==> config.mk <==
export PLATFORM = sky130hd
export DESIGN_NAME = cia_top
export DESIGN_NICKNAME = d
export VERILOG_FILES = /design/src/verilog/cia_pkg.sv /design/src/verilog/cia_prio_cmp.sv /design/src/verilog/cia_top.sv
export VERILOG_INCLUDE_DIRS = /design/src /design/src/verilog
export SDC_FILE = /design/constraint.sdc
export NUM_CORES = 1
export LEC_CHECK = 0
export ABC_AREA = 1
export ABC_CLOCK_PERIOD_IN_PS = 53100
export BUFFER_PORTS_ARGS = -buffer_cell sky130_fd_sc_hd__buf_2
export CAP_MARGIN = 25
export CORE_AREA = 2 2 230 232
export CTS_CLUSTER_SIZE = 16
export DETAILED_ROUTE_END_ITERATION = 7
export DIE_AREA = 0 0 232 234
export PLACE_DENSITY = 0.58
export SETUP_SLACK_MARGIN = 0.4
export SYNTH_ARGS = -nofsm -noshare
export SYNTH_HDL_FRONTEND = slang
export SYNTH_SLANG_ARGS = --single-unit
==> constraint.sdc <==
create_clock -name ref_clk -period 53.1 [get_ports ref_clk]
set_input_delay 2.655 -clock ref_clk [delete_from_list [all_inputs] [get_ports ref_clk]]
set_output_delay 2.655 -clock ref_clk [all_outputs]
set_load 0.01 [all_outputs]
==> src/verilog/cia_consts.svh <==
// constants of the interrupt acceptance unit: offsets, fields, resets, figures
`ifndef CIA_CONSTS_SVH
`define CIA_CONSTS_SVH

// ==================================================================
// register offsets (index on the plain register port)
`define CIA_REG_FLAGS     8'h00
`define CIA_REG_PEND_LO   8'h02
`define CIA_REG_PEND_HI   8'h03
`define CIA_REG_ISP       8'h04
`define CIA_REG_USP       8'h05
`define CIA_REG_HANDLER   8'h06
`define CIA_REG_STAT      8'h07
`define CIA_REG_PRIO_BASE 8'h10

// ==================================================================
// flag register fields
`define CIA_FLG_IEN       0
`define CIA_FLG_SSEL      1
`define CIA_FLG_RSV       2
`define CIA_FLG_PL_LO     4
`define CIA_FLG_PL_HI     6

// status register fields
`define CIA_STAT_SRC_HI   4
`define CIA_STAT_BUSY     5
`define CIA_STAT_SPFAULT  6

// ==================================================================
// reset values and memory figures
`define CIA_FLAGS_RESET   1'b0
`define CIA_PL_RESET      3'h0
`define CIA_ISP_RESET     16'h0800
`define CIA_USP_RESET     16'h0800
`define CIA_RAM_BASE      16'h0400
`define CIA_VEC_BASE      16'hffdc
`define CIA_VEC_LAST      16'hffff
`define CIA_VEC_SLOTS     9
`define CIA_TRAP_U_LIMIT  6'h20
`define CIA_SP_STEP       16'h0002

// ==================================================================
// source counts
`define CIA_N_INT         14
`define CIA_N_EXT         6
`define CIA_N_HW          20
`define CIA_N_SW          4

`endif

==> src/verilog/cia_pkg.sv <==
// types of the interrupt acceptance unit
package cia_pkg;

  // ==================================================================
  // acceptance sequence
  typedef enum logic [2:0] {
    CIA_IDLE,
    CIA_PUSH_PC,
    CIA_PUSH_FLG,
    CIA_FETCH,
    CIA_WAIT,
    CIA_TAKE
  } cia_state_t;

  typedef logic [2:0] cia_level_t;
  typedef logic [4:0] cia_src_t;

endpackage : cia_pkg

==> src/verilog/cia_prio_cmp.sv <==
// one stage of the priority chain: keeps the better of two candidates
`timescale 1ns/1ns
module cia_prio_cmp (
  // running best
  input  wire logic             in_valid,
  input  wire cia_pkg::cia_level_t in_level,
  input  wire cia_pkg::cia_src_t in_idx,
  // candidate of this stage
  input  wire logic             cand_valid,
  input  wire cia_pkg::cia_level_t cand_level,
  input  wire cia_pkg::cia_src_t cand_idx,
  // winner
  output logic                  out_valid,
  output cia_pkg::cia_level_t   out_level,
  output cia_pkg::cia_src_t     out_idx
);

  logic take;

  // equal levels keep the earlier source: fixed order by index
  assign take      = cand_valid && (!in_valid || (cand_level > in_level));
  assign out_valid = in_valid || cand_valid;
  assign out_level = take ? cand_level : in_level;
  assign out_idx   = take ? cand_idx : in_idx;

endmodule : cia_prio_cmp

==> src/verilog/cia_top.sv <==
// interrupt acceptance unit: flags, priority arbitration, context push, vector fetch
//
// Function
// - enable flag 0 blocks all maskable requests
// - acknowledge clears the maskable enable flag
// - stack select: 0 irq pointer, 1 user
// - hardware ack or trap 0-31 clears select
// - priority level is three bits, 0 to 7
// - accept hardware requests only above current priority level; software traps ignore it
// - reserved flag bit: write 0, read undefined
// - handler address fetched from table FFDC-FFFF
// - serve 14 internal, 6 external, 4 software
// - sources assigned one of seven levels
// - context pushed to stack in RAM
`timescale 1ns/1ns
`include "cia_consts.svh"
module cia_top (
  // clock and reset
  input  wire logic        ref_clk,
  input  wire logic        rst_n,
  // register port
  input  wire logic [7:0]  reg_addr,
  input  wire logic [15:0] reg_wdata,
  input  wire logic        reg_wr,
  input  wire logic        reg_rd,
  output logic      [15:0] reg_rdata_q,
  // request sources
  input  wire logic [13:0] int_req,
  input  wire logic [3:0]  external_request_lines,
  input  wire logic [3:0]  key_request_lines,
  input  wire logic [3:0]  sw_req,
  input  wire logic [5:0]  trap_num,
  // core side
  input  wire logic [15:0] ret_pc,
  output logic             irq_en_q,
  output logic             stack_sel_q,
  output cia_pkg::cia_level_t processor_priority_level_q,
  output logic      [15:0] active_sp_q,
  output logic             ack_q,
  output cia_pkg::cia_src_t ack_src_q,
  output logic      [15:0] handler_q,
  output logic             handler_valid_q,
  // memory port
  output logic      [15:0] mem_addr_q,
  output logic      [15:0] mem_wdata_q,
  output logic             mem_we_q,
  output logic             mem_re_q,
  input  wire logic [15:0] mem_rdata
);

  // ==================================================================
  // state
  cia_pkg::cia_state_t state_q, state_d;
  logic [3:0]  ext_s1_q, ext_s2_q, ext_s3_q;
  logic [3:0]  key_s1_q, key_s2_q;
  logic [1:0]  key_s3_q;
  logic [`CIA_N_HW-1:0] pend_q, pend_d;
  logic [`CIA_N_SW-1:0] sw_pend_q, sw_pend_d;
  logic [5:0]  trap_num_q, trap_num_d;
  cia_pkg::cia_level_t prio_q [`CIA_N_HW];
  cia_pkg::cia_level_t prio_d [`CIA_N_HW];
  logic        irq_en_d, stack_sel_d;
  cia_pkg::cia_level_t pl_d;
  logic [15:0] isp_q, isp_d, usp_q, usp_d;
  logic [15:0] ctx_flags_q, ctx_flags_d;
  logic [3:0]  slot_q, slot_d;
  logic        sp_fault_q, sp_fault_d;
  logic [15:0] reg_rdata_d, active_sp_d;
  logic        ack_d, handler_valid_d, mem_we_d, mem_re_d;
  cia_pkg::cia_src_t ack_src_d;
  logic [15:0] handler_d, mem_addr_d, mem_wdata_d;

  // ==================================================================
  // request sources
  logic [`CIA_N_HW-1:0] hw_raise;
  logic [1:0]           key_any;
  logic [`CIA_N_HW:0]   best_v;
  cia_pkg::cia_level_t  best_l [`CIA_N_HW+1];
  cia_pkg::cia_src_t    best_i [`CIA_N_HW+1];

  // key lines fold into two sources, keeping six external in all;
  // folded after the synchroniser so two pins changing together cannot fake an edge
  assign key_any  = {|key_s2_q[3:2], |key_s2_q[1:0]};
  // synchronised pins rise into pending; internal requests are same-clock pulses
  assign hw_raise = {key_any & ~key_s3_q,
                     ext_s2_q & ~ext_s3_q,
                     int_req};

  // ==================================================================
  // priority chain
  assign best_v[0] = 1'b0;
  assign best_l[0] = 3'h0;
  assign best_i[0] = 5'h00;

  genvar g;
  generate
    for (g = 0; g < `CIA_N_HW; g++) begin : g_chain
      logic elig;
      // level 0 parks a source, leaving seven usable levels
      assign elig = pend_q[g] && irq_en_q
                 && (prio_q[g] > processor_priority_level_q);
      cia_prio_cmp u_cmp (
        .in_valid   (best_v[g]),
        .in_level   (best_l[g]),
        .in_idx     (best_i[g]),
        .cand_valid (elig),
        .cand_level (prio_q[g]),
        .cand_idx   (5'(g)),
        .out_valid  (best_v[g+1]),
        .out_level  (best_l[g+1]),
        .out_idx    (best_i[g+1])
      );
    end
  endgenerate

  // nine table slots shared by all sources
  function automatic logic [3:0] vec_slot(input logic [4:0] idx);
    return 4'(idx % 5'(`CIA_VEC_SLOTS));
  endfunction : vec_slot

  // ==================================================================
  // next state
  always_comb begin
    logic [15:0] sp;
    logic [15:0] sp_new;
    logic        accept;
    logic        clr_sel;
    logic [4:0]  src;
    sp          = stack_sel_q ? usp_q : isp_q;
    sp_new      = sp - `CIA_SP_STEP;
    accept      = 1'b0;
    clr_sel     = 1'b0;
    src         = 5'h00;
    state_d     = state_q;
    sw_pend_d   = sw_pend_q | sw_req;
    trap_num_d  = (|sw_req) ? trap_num : trap_num_q;
    pend_d      = pend_q | hw_raise;
    prio_d      = prio_q;
    irq_en_d    = irq_en_q;
    stack_sel_d = stack_sel_q;
    pl_d        = processor_priority_level_q;
    isp_d       = isp_q;
    usp_d       = usp_q;
    ctx_flags_d = ctx_flags_q;
    slot_d      = slot_q;
    sp_fault_d  = sp_fault_q;
    reg_rdata_d = 16'h0000;
    ack_d       = 1'b0;
    ack_src_d   = ack_src_q;
    handler_d   = handler_q;
    handler_valid_d = 1'b0;
    mem_addr_d  = mem_addr_q;
    mem_wdata_d = mem_wdata_q;
    mem_we_d    = 1'b0;
    mem_re_d    = 1'b0;

    // register writes; reserved flag bit is dropped
    if (reg_wr) begin
      unique case (reg_addr)
        `CIA_REG_FLAGS: begin
          irq_en_d    = reg_wdata[`CIA_FLG_IEN];
          stack_sel_d = reg_wdata[`CIA_FLG_SSEL];
          pl_d        = reg_wdata[`CIA_FLG_PL_HI:`CIA_FLG_PL_LO];
        end
        `CIA_REG_PEND_LO: pend_d[15:0] = (pend_q[15:0] & ~reg_wdata) | hw_raise[15:0];
        `CIA_REG_PEND_HI: begin
          pend_d[19:16] = (pend_q[19:16] & ~reg_wdata[3:0]) | hw_raise[19:16];
          sw_pend_d     = (sw_pend_q & ~reg_wdata[7:4]) | sw_req;
        end
        `CIA_REG_ISP: isp_d = reg_wdata;
        `CIA_REG_USP: usp_d = reg_wdata;
        `CIA_REG_STAT: sp_fault_d = sp_fault_q & ~reg_wdata[`CIA_STAT_SPFAULT];
        default: begin
          for (int i = 0; i < `CIA_N_HW; i++) begin
            if (reg_addr == (`CIA_REG_PRIO_BASE + 8'(i))) begin
              prio_d[i] = reg_wdata[2:0];
            end
          end
        end
      endcase
    end

    // register reads, data stand in the following cycle only
    if (reg_rd) begin
      unique case (reg_addr)
        `CIA_REG_FLAGS: reg_rdata_d = {9'h000, processor_priority_level_q, 1'b0,
                                       1'b0, stack_sel_q, irq_en_q};
        `CIA_REG_PEND_LO: reg_rdata_d = pend_q[15:0];
        `CIA_REG_PEND_HI: reg_rdata_d = {8'h00, sw_pend_q, pend_q[19:16]};
        `CIA_REG_ISP:     reg_rdata_d = isp_q;
        `CIA_REG_USP:     reg_rdata_d = usp_q;
        `CIA_REG_HANDLER: reg_rdata_d = handler_q;
        `CIA_REG_STAT:    reg_rdata_d = {9'h000, sp_fault_q, state_q != cia_pkg::CIA_IDLE,
                                         ack_src_q};
        default: begin
          for (int i = 0; i < `CIA_N_HW; i++) begin
            if (reg_addr == (`CIA_REG_PRIO_BASE + 8'(i))) begin
              reg_rdata_d = {13'h0000, prio_q[i]};
            end
          end
        end
      endcase
    end

    unique case (state_q)
      cia_pkg::CIA_IDLE: begin
        // software traps are not maskable and go ahead of hardware
        if (|sw_pend_q) begin
          accept = 1'b1;
          for (int i = `CIA_N_SW - 1; i >= 0; i--) begin
            if (sw_pend_q[i]) begin
              src = 5'(`CIA_N_HW + i);
            end
          end
          sw_pend_d[src[1:0]] = sw_req[src[1:0]];
          clr_sel = trap_num_q < `CIA_TRAP_U_LIMIT;
        end else if (best_v[`CIA_N_HW]) begin
          accept = 1'b1;
          src    = best_i[`CIA_N_HW];
          // a new edge in the same cycle survives the clear
          pend_d[src] = hw_raise[src];
          clr_sel = 1'b1;
        end
        if (accept) begin
          ctx_flags_d = {9'h000, processor_priority_level_q, 1'b0,
                         1'b0, stack_sel_q, irq_en_q};
          irq_en_d    = 1'b0;
          if (clr_sel) begin
            stack_sel_d = 1'b0;
          end
          ack_d     = 1'b1;
          ack_src_d = src;
          slot_d    = vec_slot(src);
          state_d   = cia_pkg::CIA_PUSH_PC;
        end
      end
      cia_pkg::CIA_PUSH_PC, cia_pkg::CIA_PUSH_FLG: begin
        // push on whichever pointer the select flag now names
        mem_addr_d  = sp_new;
        mem_wdata_d = (state_q == cia_pkg::CIA_PUSH_PC) ? ret_pc : ctx_flags_q;
        mem_we_d    = 1'b1;
        if (stack_sel_q) begin
          usp_d = sp_new;
        end else begin
          isp_d = sp_new;
        end
        // a push below RAM would hit registers; flagged, not stopped
        if (sp_new < `CIA_RAM_BASE) begin
          sp_fault_d = 1'b1;
        end
        state_d = (state_q == cia_pkg::CIA_PUSH_PC) ? cia_pkg::CIA_PUSH_FLG
                                                    : cia_pkg::CIA_FETCH;
      end
      cia_pkg::CIA_FETCH: begin
        mem_addr_d = `CIA_VEC_BASE + {10'h000, slot_q, 2'b00};
        mem_re_d   = 1'b1;
        state_d    = cia_pkg::CIA_WAIT;
      end
      cia_pkg::CIA_WAIT: state_d = cia_pkg::CIA_TAKE;
      cia_pkg::CIA_TAKE: begin
        handler_d       = mem_rdata;
        handler_valid_d = 1'b1;
        state_d         = cia_pkg::CIA_IDLE;
      end
      default: state_d = cia_pkg::CIA_IDLE;
    endcase

    active_sp_d = stack_sel_d ? usp_d : isp_d;
  end

  // ==================================================================
  // registers
  always_ff @(posedge ref_clk) begin
    if (!rst_n) begin
      state_q     <= cia_pkg::CIA_IDLE;
      ext_s1_q    <= 4'h0;
      ext_s2_q    <= 4'h0;
      ext_s3_q    <= 4'h0;
      key_s1_q    <= 4'h0;
      key_s2_q    <= 4'h0;
      key_s3_q    <= 2'h0;
      pend_q      <= '0;
      sw_pend_q   <= 4'h0;
      trap_num_q  <= 6'h00;
      prio_q      <= '{default: 3'h0};
      irq_en_q    <= `CIA_FLAGS_RESET;
      stack_sel_q <= `CIA_FLAGS_RESET;
      processor_priority_level_q <= `CIA_PL_RESET;
      isp_q       <= `CIA_ISP_RESET;
      usp_q       <= `CIA_USP_RESET;
      ctx_flags_q <= 16'h0000;
      slot_q      <= 4'h0;
      sp_fault_q  <= 1'b0;
      reg_rdata_q <= 16'h0000;
      active_sp_q <= `CIA_ISP_RESET;
      ack_q       <= 1'b0;
      ack_src_q   <= 5'h00;
      handler_q   <= 16'h0000;
      handler_valid_q <= 1'b0;
      mem_addr_q  <= 16'h0000;
      mem_wdata_q <= 16'h0000;
      mem_we_q    <= 1'b0;
      mem_re_q    <= 1'b0;
    end else begin
      state_q     <= state_d;
      ext_s1_q    <= external_request_lines;
      ext_s2_q    <= ext_s1_q;
      ext_s3_q    <= ext_s2_q;
      key_s1_q    <= key_request_lines;
      key_s2_q    <= key_s1_q;
      key_s3_q    <= key_any;
      pend_q      <= pend_d;
      sw_pend_q   <= sw_pend_d;
      trap_num_q  <= trap_num_d;
      prio_q      <= prio_d;
      irq_en_q    <= irq_en_d;
      stack_sel_q <= stack_sel_d;
      processor_priority_level_q <= pl_d;
      isp_q       <= isp_d;
      usp_q       <= usp_d;
      ctx_flags_q <= ctx_flags_d;
      slot_q      <= slot_d;
      sp_fault_q  <= sp_fault_d;
      reg_rdata_q <= reg_rdata_d;
      active_sp_q <= active_sp_d;
      ack_q       <= ack_d;
      ack_src_q   <= ack_src_d;
      handler_q   <= handler_d;
      handler_valid_q <= handler_valid_d;
      mem_addr_q  <= mem_addr_d;
      mem_wdata_q <= mem_wdata_d;
      mem_we_q    <= mem_we_d;
      mem_re_q    <= mem_re_d;
    end
  end

endmodule : cia_top

==> impl_metrics.env, run 1 <==
export IMPL_root_driver="sky130_fd_sc_hd__clkbuf_16"
export IMPL_final_period_utilization=0.442
export IMPL_finalSetupViolations=0
export IMPL_post_synth_cell_area_avg_sq_um=6.69
export IMPL_critical_path_peak_fanout=12
export IMPL_clock_tree_htree_level_count=1
export IMPL_ir_drop_mv=0.0239
export IMPL_synth_edff_count=0
export IMPL_ios=186
export IMPL_slew_viol_final=0
export IMPL_dieHeight_microns=234
export IMPL_clock_insertion_delay_worst_skew_ns=0.57
export IMPL_final_total_negative_setup_slack_ns=0
export IMPL_maxCapViolCount=0
export IMPL_synth_area_leaders="sky130_fd_sc_hd__dfxtp_1 32%, sky130_fd_sc_hd__nand2_1 11%, sky130_fd_sc_hd__o21ai_0 8.7%, sky130_fd_sc_hd__inv_1 8.1%, sky130_fd_sc_hd__ha_1 7.2%"
export IMPL_grt_residual_overflow=0
export IMPL_drt_drc_violations_left=0
export IMPL_ys_seq_area_frac=0.320
export IMPL_final_core_util=0.348
export IMPL_crit_path_top_delay_cell="sky130_fd_sc_hd__dfxtp_1"
export IMPL_detailroute_via_count=16300
export IMPL_row_count=84
export IMPL_gr_usage_all_layers=0.206
export IMPL_tritoncts="done"
export IMPL_cts_hold_repair_buffers=0
export IMPL_synth_async_reset_ratio=0
export IMPL_detailed_placement_hpwl_microns=43800
export IMPL_detail_route_iter0_violations=1324
export IMPL_hold_class="flop to flop"
export IMPL_grt_first_pass_wirelength_microns=86900
export IMPL_timing_setup_critical_path_class="flop to flop"
export IMPL_cts_buffers=30
export IMPL_min_period_ns=23.48
export IMPL_cp_required_ns=53.57
export IMPL_post_cts_resize_count=0
export IMPL_fp_dieArea_sq_um=54300
export IMPL_drtPass1Iterations=7
export IMPL_vias_per_cell=5.12
export IMPL_post_syn_instances=2298
export IMPL_initial_core_util=0.296
export IMPL_postRouteAntennaNets=0
export IMPL_avgRoutedWirePerCell_microns=18.1
export IMPL_final_area_sq_um=18100
export IMPL_synth_warning_count=0
export IMPL_synth_largest_type_area_fraction=0.320
export IMPL_distinct_cells_synth=57
export IMPL_clock_pin_slew_on_the_worst_setup_and_hold_paths_ns=0.07
export IMPL_rsz_0062_raised_after_global_routing="false"
export IMPL_die_w_microns=232
export IMPL_postPlaceCellArea_sq_um=17000
export IMPL_worst_path_most_repeated_cell="sky130_fd_sc_hd__nand2_1"
export IMPL_synth_largest_area_cell="sky130_fd_sc_hd__dfxtp_1"
export IMPL_max_clk_rate_mhz=42.6
export IMPL_critPathLaunchType="flop"
export IMPL_final_layout_size_suffix_gt1_frac=0.149
export IMPL_finalHoldViolations=0
export IMPL_cts_sinks=246
export IMPL_ys_ff_latch=246
export IMPL_p_leak_uw=0.00824
export IMPL_gp_congestion=0.940
export IMPL_postSynthNetCount=2478
export IMPL_numPortBuffers=180
export IMPL_filler_cell_count=5631
export IMPL_number_of_global_route_vias_before_repair=15500
export IMPL_finalNetCount=2648
export IMPL_synth_top_cells_by_count="438 x sky130_fd_sc_hd__nand2_1, 333 x sky130_fd_sc_hd__inv_1, 267 x sky130_fd_sc_hd__o21ai_0"
export IMPL_tightestPinTransition_ns=0.967
export IMPL_ys_dominant_reg_cell="sky130_fd_sc_hd__dfxtp_1"
export IMPL_synth_most_common_cell="sky130_fd_sc_hd__nand2_1"
export IMPL_critical_path_max_stage_delay_ns=0.37
export IMPL_powerDensity_nw_per_um2=29.0
export IMPL_clock_skew_ns=0.0216
export IMPL_end_kind="flop"
export IMPL_clockBufferDepth=3
export IMPL_area_growth_pct=17.9
export IMPL_outcome="completed"
export IMPL_totalWireLength_microns=57600
export IMPL_synth_area_sq_um=15400
export IMPL_finalHoldWorstSlack_ns=0.409
export IMPL_slew_margin_rel=0.351
export IMPL_cp_data_arrival_time_ns=23.94
export IMPL_post_cts_setup_buffers=0
export IMPL_fp_coreArea_sq_um=52000
export IMPL_grt_start_max_net_pins=82
export IMPL_antenna_found_initial=1
critical path: cells and delay by family, from the launching register on:
family,cells,cell delay (ns)
buffers and inverters,7,0.56
and+or+nand+nor,105,9.46
DFF,1,0.37
adders and majority gates,21,6.29
AOI/OAI and AO/OA,29,6.64
layout make-up:
cell class              count  area [sq um]  share of cell area
flip-flops and latches    246          4920               0.272
clock inverters            19           295              0.0163
multi-input cells        1631          8830               0.487
inverters                 361          1360              0.0749
diodes                      4          10.0            0.000552
clock buffers              35           801              0.0442
well taps                 688           861              0.0475
repair buffers            198          1050              0.0578
sequential cells by signal, indices dropped and copies added, names as in the netlist, 5 cells and up:
register and count:
isp_q 16, mem_wdata_q 16, active_sp_q 16, ack_src_q 5
reg_rdata_q 16, ctx_flags_q 5, mem_addr_q 16, handler_q 16
pend_q 20, prio_q 60, usp_q 16
metrics by stage:
stage	std cells	worst slack [ns]	power (uW)
after CTS	3177	29.64	529
after detailed placement	3123	29.76	299
after global placement	3122	30.24	298
after floorplan	2298	32.55	262
final	3182	29.62	526
after global routing	3178	27.07	548
cells by family after synthesis:
logic type	count (synthesis)	synth area share
buffers and inverters	421	0.106
and+or+nand+nor	947	0.279
adders and majority gates	88	0.0716
xor gates and xnor gates	8	0.00456
AOI/OAI and AO/OA	588	0.219
DFF	246	0.320
report_power, final:
group	total [uW]	switching (uW)	internal (uW)
sequential	208	9.00	199
clock	230	87.6	142
combinational	89.0	62.4	26.5
total	526	159	367
worst paths after layout:
check / from / end / slack (ns) / cells after the start
setup / recovery: prio_q[57] / slot_q[1] / 29.62 / 162
hold reg to reg: ext_s1_q[3] / ext_s2_q[3] / 0.41 / 2
setup reg to reg: prio_q[57] / slot_q[1] / 29.62 / 162
hold / removal: ext_s1_q[3] / ext_s2_q[3] / 0.41 / 2
layout by cell type (no fill, tap or decap), types with 9 or more instances in the layout:
cell type                   netlist  layout
sky130_fd_sc_hd__clkbuf_16        0      31
sky130_fd_sc_hd__a21oi_1        191     191
sky130_fd_sc_hd__o22ai_1         13      13
sky130_fd_sc_hd__nand3_2         22      22
sky130_fd_sc_hd__a21oi_4          9       9
sky130_fd_sc_hd__buf_2            1     179
sky130_fd_sc_hd__dfxtp_1        246     246
sky130_fd_sc_hd__nand2_1        438     438
sky130_fd_sc_hd__nand2_2         28      28
sky130_fd_sc_hd__nor2_1         231     231
sky130_fd_sc_hd__nand3_1        146     146
sky130_fd_sc_hd__nand4_1         22      22
sky130_fd_sc_hd__ha_1            88      88
sky130_fd_sc_hd__a31oi_1         19      19
sky130_fd_sc_hd__nand2_4         26      26
sky130_fd_sc_hd__buf_4            2      17
sky130_fd_sc_hd__nor3_1          14      14
sky130_fd_sc_hd__inv_1          333     333
sky130_fd_sc_hd__inv_2           20      21
sky130_fd_sc_hd__o21ai_0        267     267
sky130_fd_sc_hd__a221oi_1        25      25
metal layers:
| metal | part of all wire | track usage |
|---|---|---|
| met5 | 0.00021 | 0 |
| met4 | 0.033 | 0.0737 |
| met2 | 0.45 | 0.340 |
| met1 | 0.42 | 0.261 |
| met3 | 0.089 | 0.0483 |
(Power assumes the default switching activity.)
==> run 2, diff against run 1 <==
--- a/config.mk
+++ b/config.mk
@@ -7,7 +7,7 @@
 export NUM_CORES = 1
 export LEC_CHECK = 0
 export ABC_AREA = 1
-export ABC_CLOCK_PERIOD_IN_PS = 53100
+export ABC_CLOCK_PERIOD_IN_PS = 22700
 export BUFFER_PORTS_ARGS = -buffer_cell sky130_fd_sc_hd__buf_2
 export CAP_MARGIN = 25
 export CORE_AREA = 2 2 230 232
==> constraint.sdc (replaced) <==
create_clock -name ref_clk -period 22.7 [get_ports ref_clk]
set_input_delay 1.135 -clock ref_clk [delete_from_list [all_inputs] [get_ports ref_clk]]
set_output_delay 1.135 -clock ref_clk [all_outputs]
set_load 0.01 [all_outputs]
==> run 2 against run 1 <==
  * Die area unchanged
  * Largest power group is now sequential cells
  * Fmax up 13%
  * Sequential cell count unchanged
  * Critical path depth up 8
  * Total power up 120%
  * Clock skew down 0.0091 ns
  * Global-route usage about the same
  * Non-clock buffer count up 33
  * Via count up 0.38%
  * Clock power up 100%
  * Cell area up 2.4%
==> impl_metrics.env, run 2 (same netlist as run 1, synthesis figures left out) <==
export IMPL_min_period_ns=20.75
export IMPL_ir_drop_mv=0.0551
export IMPL_finalHoldViolations=0
export IMPL_critical_path_max_stage_delay_ns=0.35
export IMPL_finalSetupViolations=0
export IMPL_cts_sinks=246
export IMPL_die_w_microns=232
export IMPL_critical_path_top_delay_family="simple AND/OR/NAND/NOR gates"
export IMPL_row_count=84
export IMPL_worst_r2r_startpoint="processor_priority_level_q[2]"
export IMPL_drtPass1Iterations=8
export IMPL_grt_start_max_net_pins=80
export IMPL_dieHeight_microns=234
export IMPL_ios=186
export IMPL_hold_class="flop to flop"
export IMPL_final_period_utilization=0.914
export IMPL_cp_required_ns=23.16
export IMPL_reg_largest_list="prio_q: 60 flops, pend_q: 20 flops"
export IMPL_detailroute_via_count=16400
export IMPL_drt_drc_violations_left=0
export IMPL_cp_data_arrival_time_ns=21.21
export IMPL_fp_coreArea_sq_um=52000
export IMPL_p_leak_uw=0.00841
export IMPL_gr_usage_all_layers=0.206
export IMPL_timing_final_ws_setup_ns=1.95
export IMPL_largest_register="prio_q"
export IMPL_critical_path_peak_fanout=8
export IMPL_number_of_global_route_vias_before_repair=15200
export IMPL_stdcell_count=3210
export IMPL_vias_per_cell=5.10
export IMPL_gp_congestion=0.938
export IMPL_clockBufferDepth=3
export IMPL_avgRoutedWirePerCell_microns=18.1
export IMPL_numPortBuffers=180
export IMPL_layout_commonest_cell="sky130_fd_sc_hd__nand2_1"
export IMPL_fp_dieArea_sq_um=54300
export IMPL_root_driver="sky130_fd_sc_hd__clkbuf_16"
export IMPL_initial_core_util=0.296
export IMPL_detail_route_iter0_violations=1385
export IMPL_rsz_0062_raised_after_global_routing="false"
export IMPL_timing_setup_critical_path_class="flop to flop"
export IMPL_slew_viol_final=0
export IMPL_final_cell_mix="421 x sky130_fd_sc_hd__nand2_1, 329 x sky130_fd_sc_hd__inv_1, 243 x sky130_fd_sc_hd__dfxtp_1, 242 x sky130_fd_sc_hd__o21ai_0, 223 x sky130_fd_sc_hd__nor2_1"
export IMPL_tritoncts="done"
export IMPL_final_layout_size_suffix_gt1_frac=0.183
export IMPL_worst_path_most_repeated_cell="sky130_fd_sc_hd__nand2_4"
export IMPL_crit_path_top_delay_cell="sky130_fd_sc_hd__ha_1"
export IMPL_cts_hold_repair_buffers=0
export IMPL_largest_reg_flops=60
export IMPL_critPathLaunchType="flop"
export IMPL_postRouteAntennaNets=0
export IMPL_cts_buffers=29
export IMPL_clock_tree_htree_level_count=1
export IMPL_final_area_sq_um=18600
export IMPL_min_from="ext_s1_q[2]"
export IMPL_area_growth_pct=20.7
export IMPL_end_kind="flop"
export IMPL_tightestPinTransition_ns=1.10
export IMPL_finalNetCount=2680
export IMPL_clock_pin_slew_on_the_worst_setup_and_hold_paths_ns=0.06
export IMPL_pre_cts_slack_ns=-0.578
export IMPL_grt_residual_overflow=0
export IMPL_crit_buf_inv=5
export IMPL_powerDensity_nw_per_um2=62.7
export IMPL_clock_skew_ns=0.0125
export IMPL_postPlaceCellArea_sq_um=17000
export IMPL_slew_margin_rel=0.250
export IMPL_max_clk_rate_mhz=48.2
export IMPL_outcome="completed"
export IMPL_post_place_cells=3127
export IMPL_totalWireLength_microns=58000
export IMPL_clock_insertion_delay_worst_skew_ns=0.57
export IMPL_grt_first_pass_wirelength_microns=86900
export IMPL_worstSetupStartpoint="processor_priority_level_q[2]"
export IMPL_maxCapViolCount=0
export IMPL_antenna_found_initial=0
export IMPL_detailed_placement_hpwl_microns=43700
==> run 2: cell count changes in the layout (fill, tap and decap cells not counted), sizes merged <==
cell          delta
bufinv           -5
clkinv           +1
dlymetal6s2s     -1
buf             +34
clkbuf           +3
diode            -3
clkinvlp         -1
==> run 2: worst reg2reg max path: cells and delay by family (launching register included) <==
| kind | cells | cell delay, ns |
|---|---|---|
| AO/OA/AOI/OAI | 28 | 3.67 |
| adder cells (fa/ha/maj) | 21 | 6.13 |
| buffers and inverters | 5 | 0.33 |
| flip-flops | 1 | 0.33 |
| AND/OR/NAND/NOR | 116 | 10.12 |
==> run 2: through the flow <==
| stage | TNS [ns] | total power, uW | util | hold slack (ns) |
|---|---|---|---|---|
| after detailed placement | -8.91 | 700 | 0.328 | 0.401 |
| final | 0 | 1160 | 0.357 | 0.415 |
| after global routing | 0 | 1220 | 0.357 | 0.431 |
| after CTS | 0 | 1170 | 0.346 | 0.416 |
| after floorplan | 0 | 613 | - | 0.390 |
| after global placement | 0 | 698 | 0.327 | 0.398 |
==> run 2: area by class of cell <==
| type | count | area [sq um] |
|---|---|---|
| Sequential cell | 246 | 4930 |
| Fill cell | 5628 | 33500 |
| Timing Repair Buffer | 231 | 1290 |
| Tap cell | 688 | 861 |
| Antenna cell | 1 | 2.50 |
| Inverter | 361 | 1360 |
| Multi-Input combinational cell | 1631 | 9170 |
| Clock inverter | 14 | 139 |
| Clock buffer | 38 | 810 |
==> run 2: report_power, final <==
| part | total, uW | internal [uW] | switching, uW |
|---|---|---|---|
| Sequential | 486 | 465 | 20.7 |
| Combinational | 210 | 62.8 | 147 |
| Clock | 469 | 273 | 195 |
==> run 2: metal layers <==
layer,vias up,GRT usage,share of wire
met1,7602,0.271,0.43
met5,-,0,0
met3,100,0.0385,0.080
met2,621,0.340,0.46
li1,8046,-,-
met4,0,0.0655,0.030
==> run 2: final timing paths <==
check	end	slack [ns]	depth (start not counted)
hold / removal	ext_s2_q[2]	0.41	2
setup / recovery	slot_q[1]	1.95	170
hold reg to reg	ext_s2_q[2]	0.41	2
setup reg to reg	slot_q[1]	1.95	170
==> run 2: what timing repair did <==
item	4_1_cts	5_1_grt
pin swaps	0	58
gates resized for setup	12	93
endpoints found under the setup margin	29	29
buffers inserted	0	30
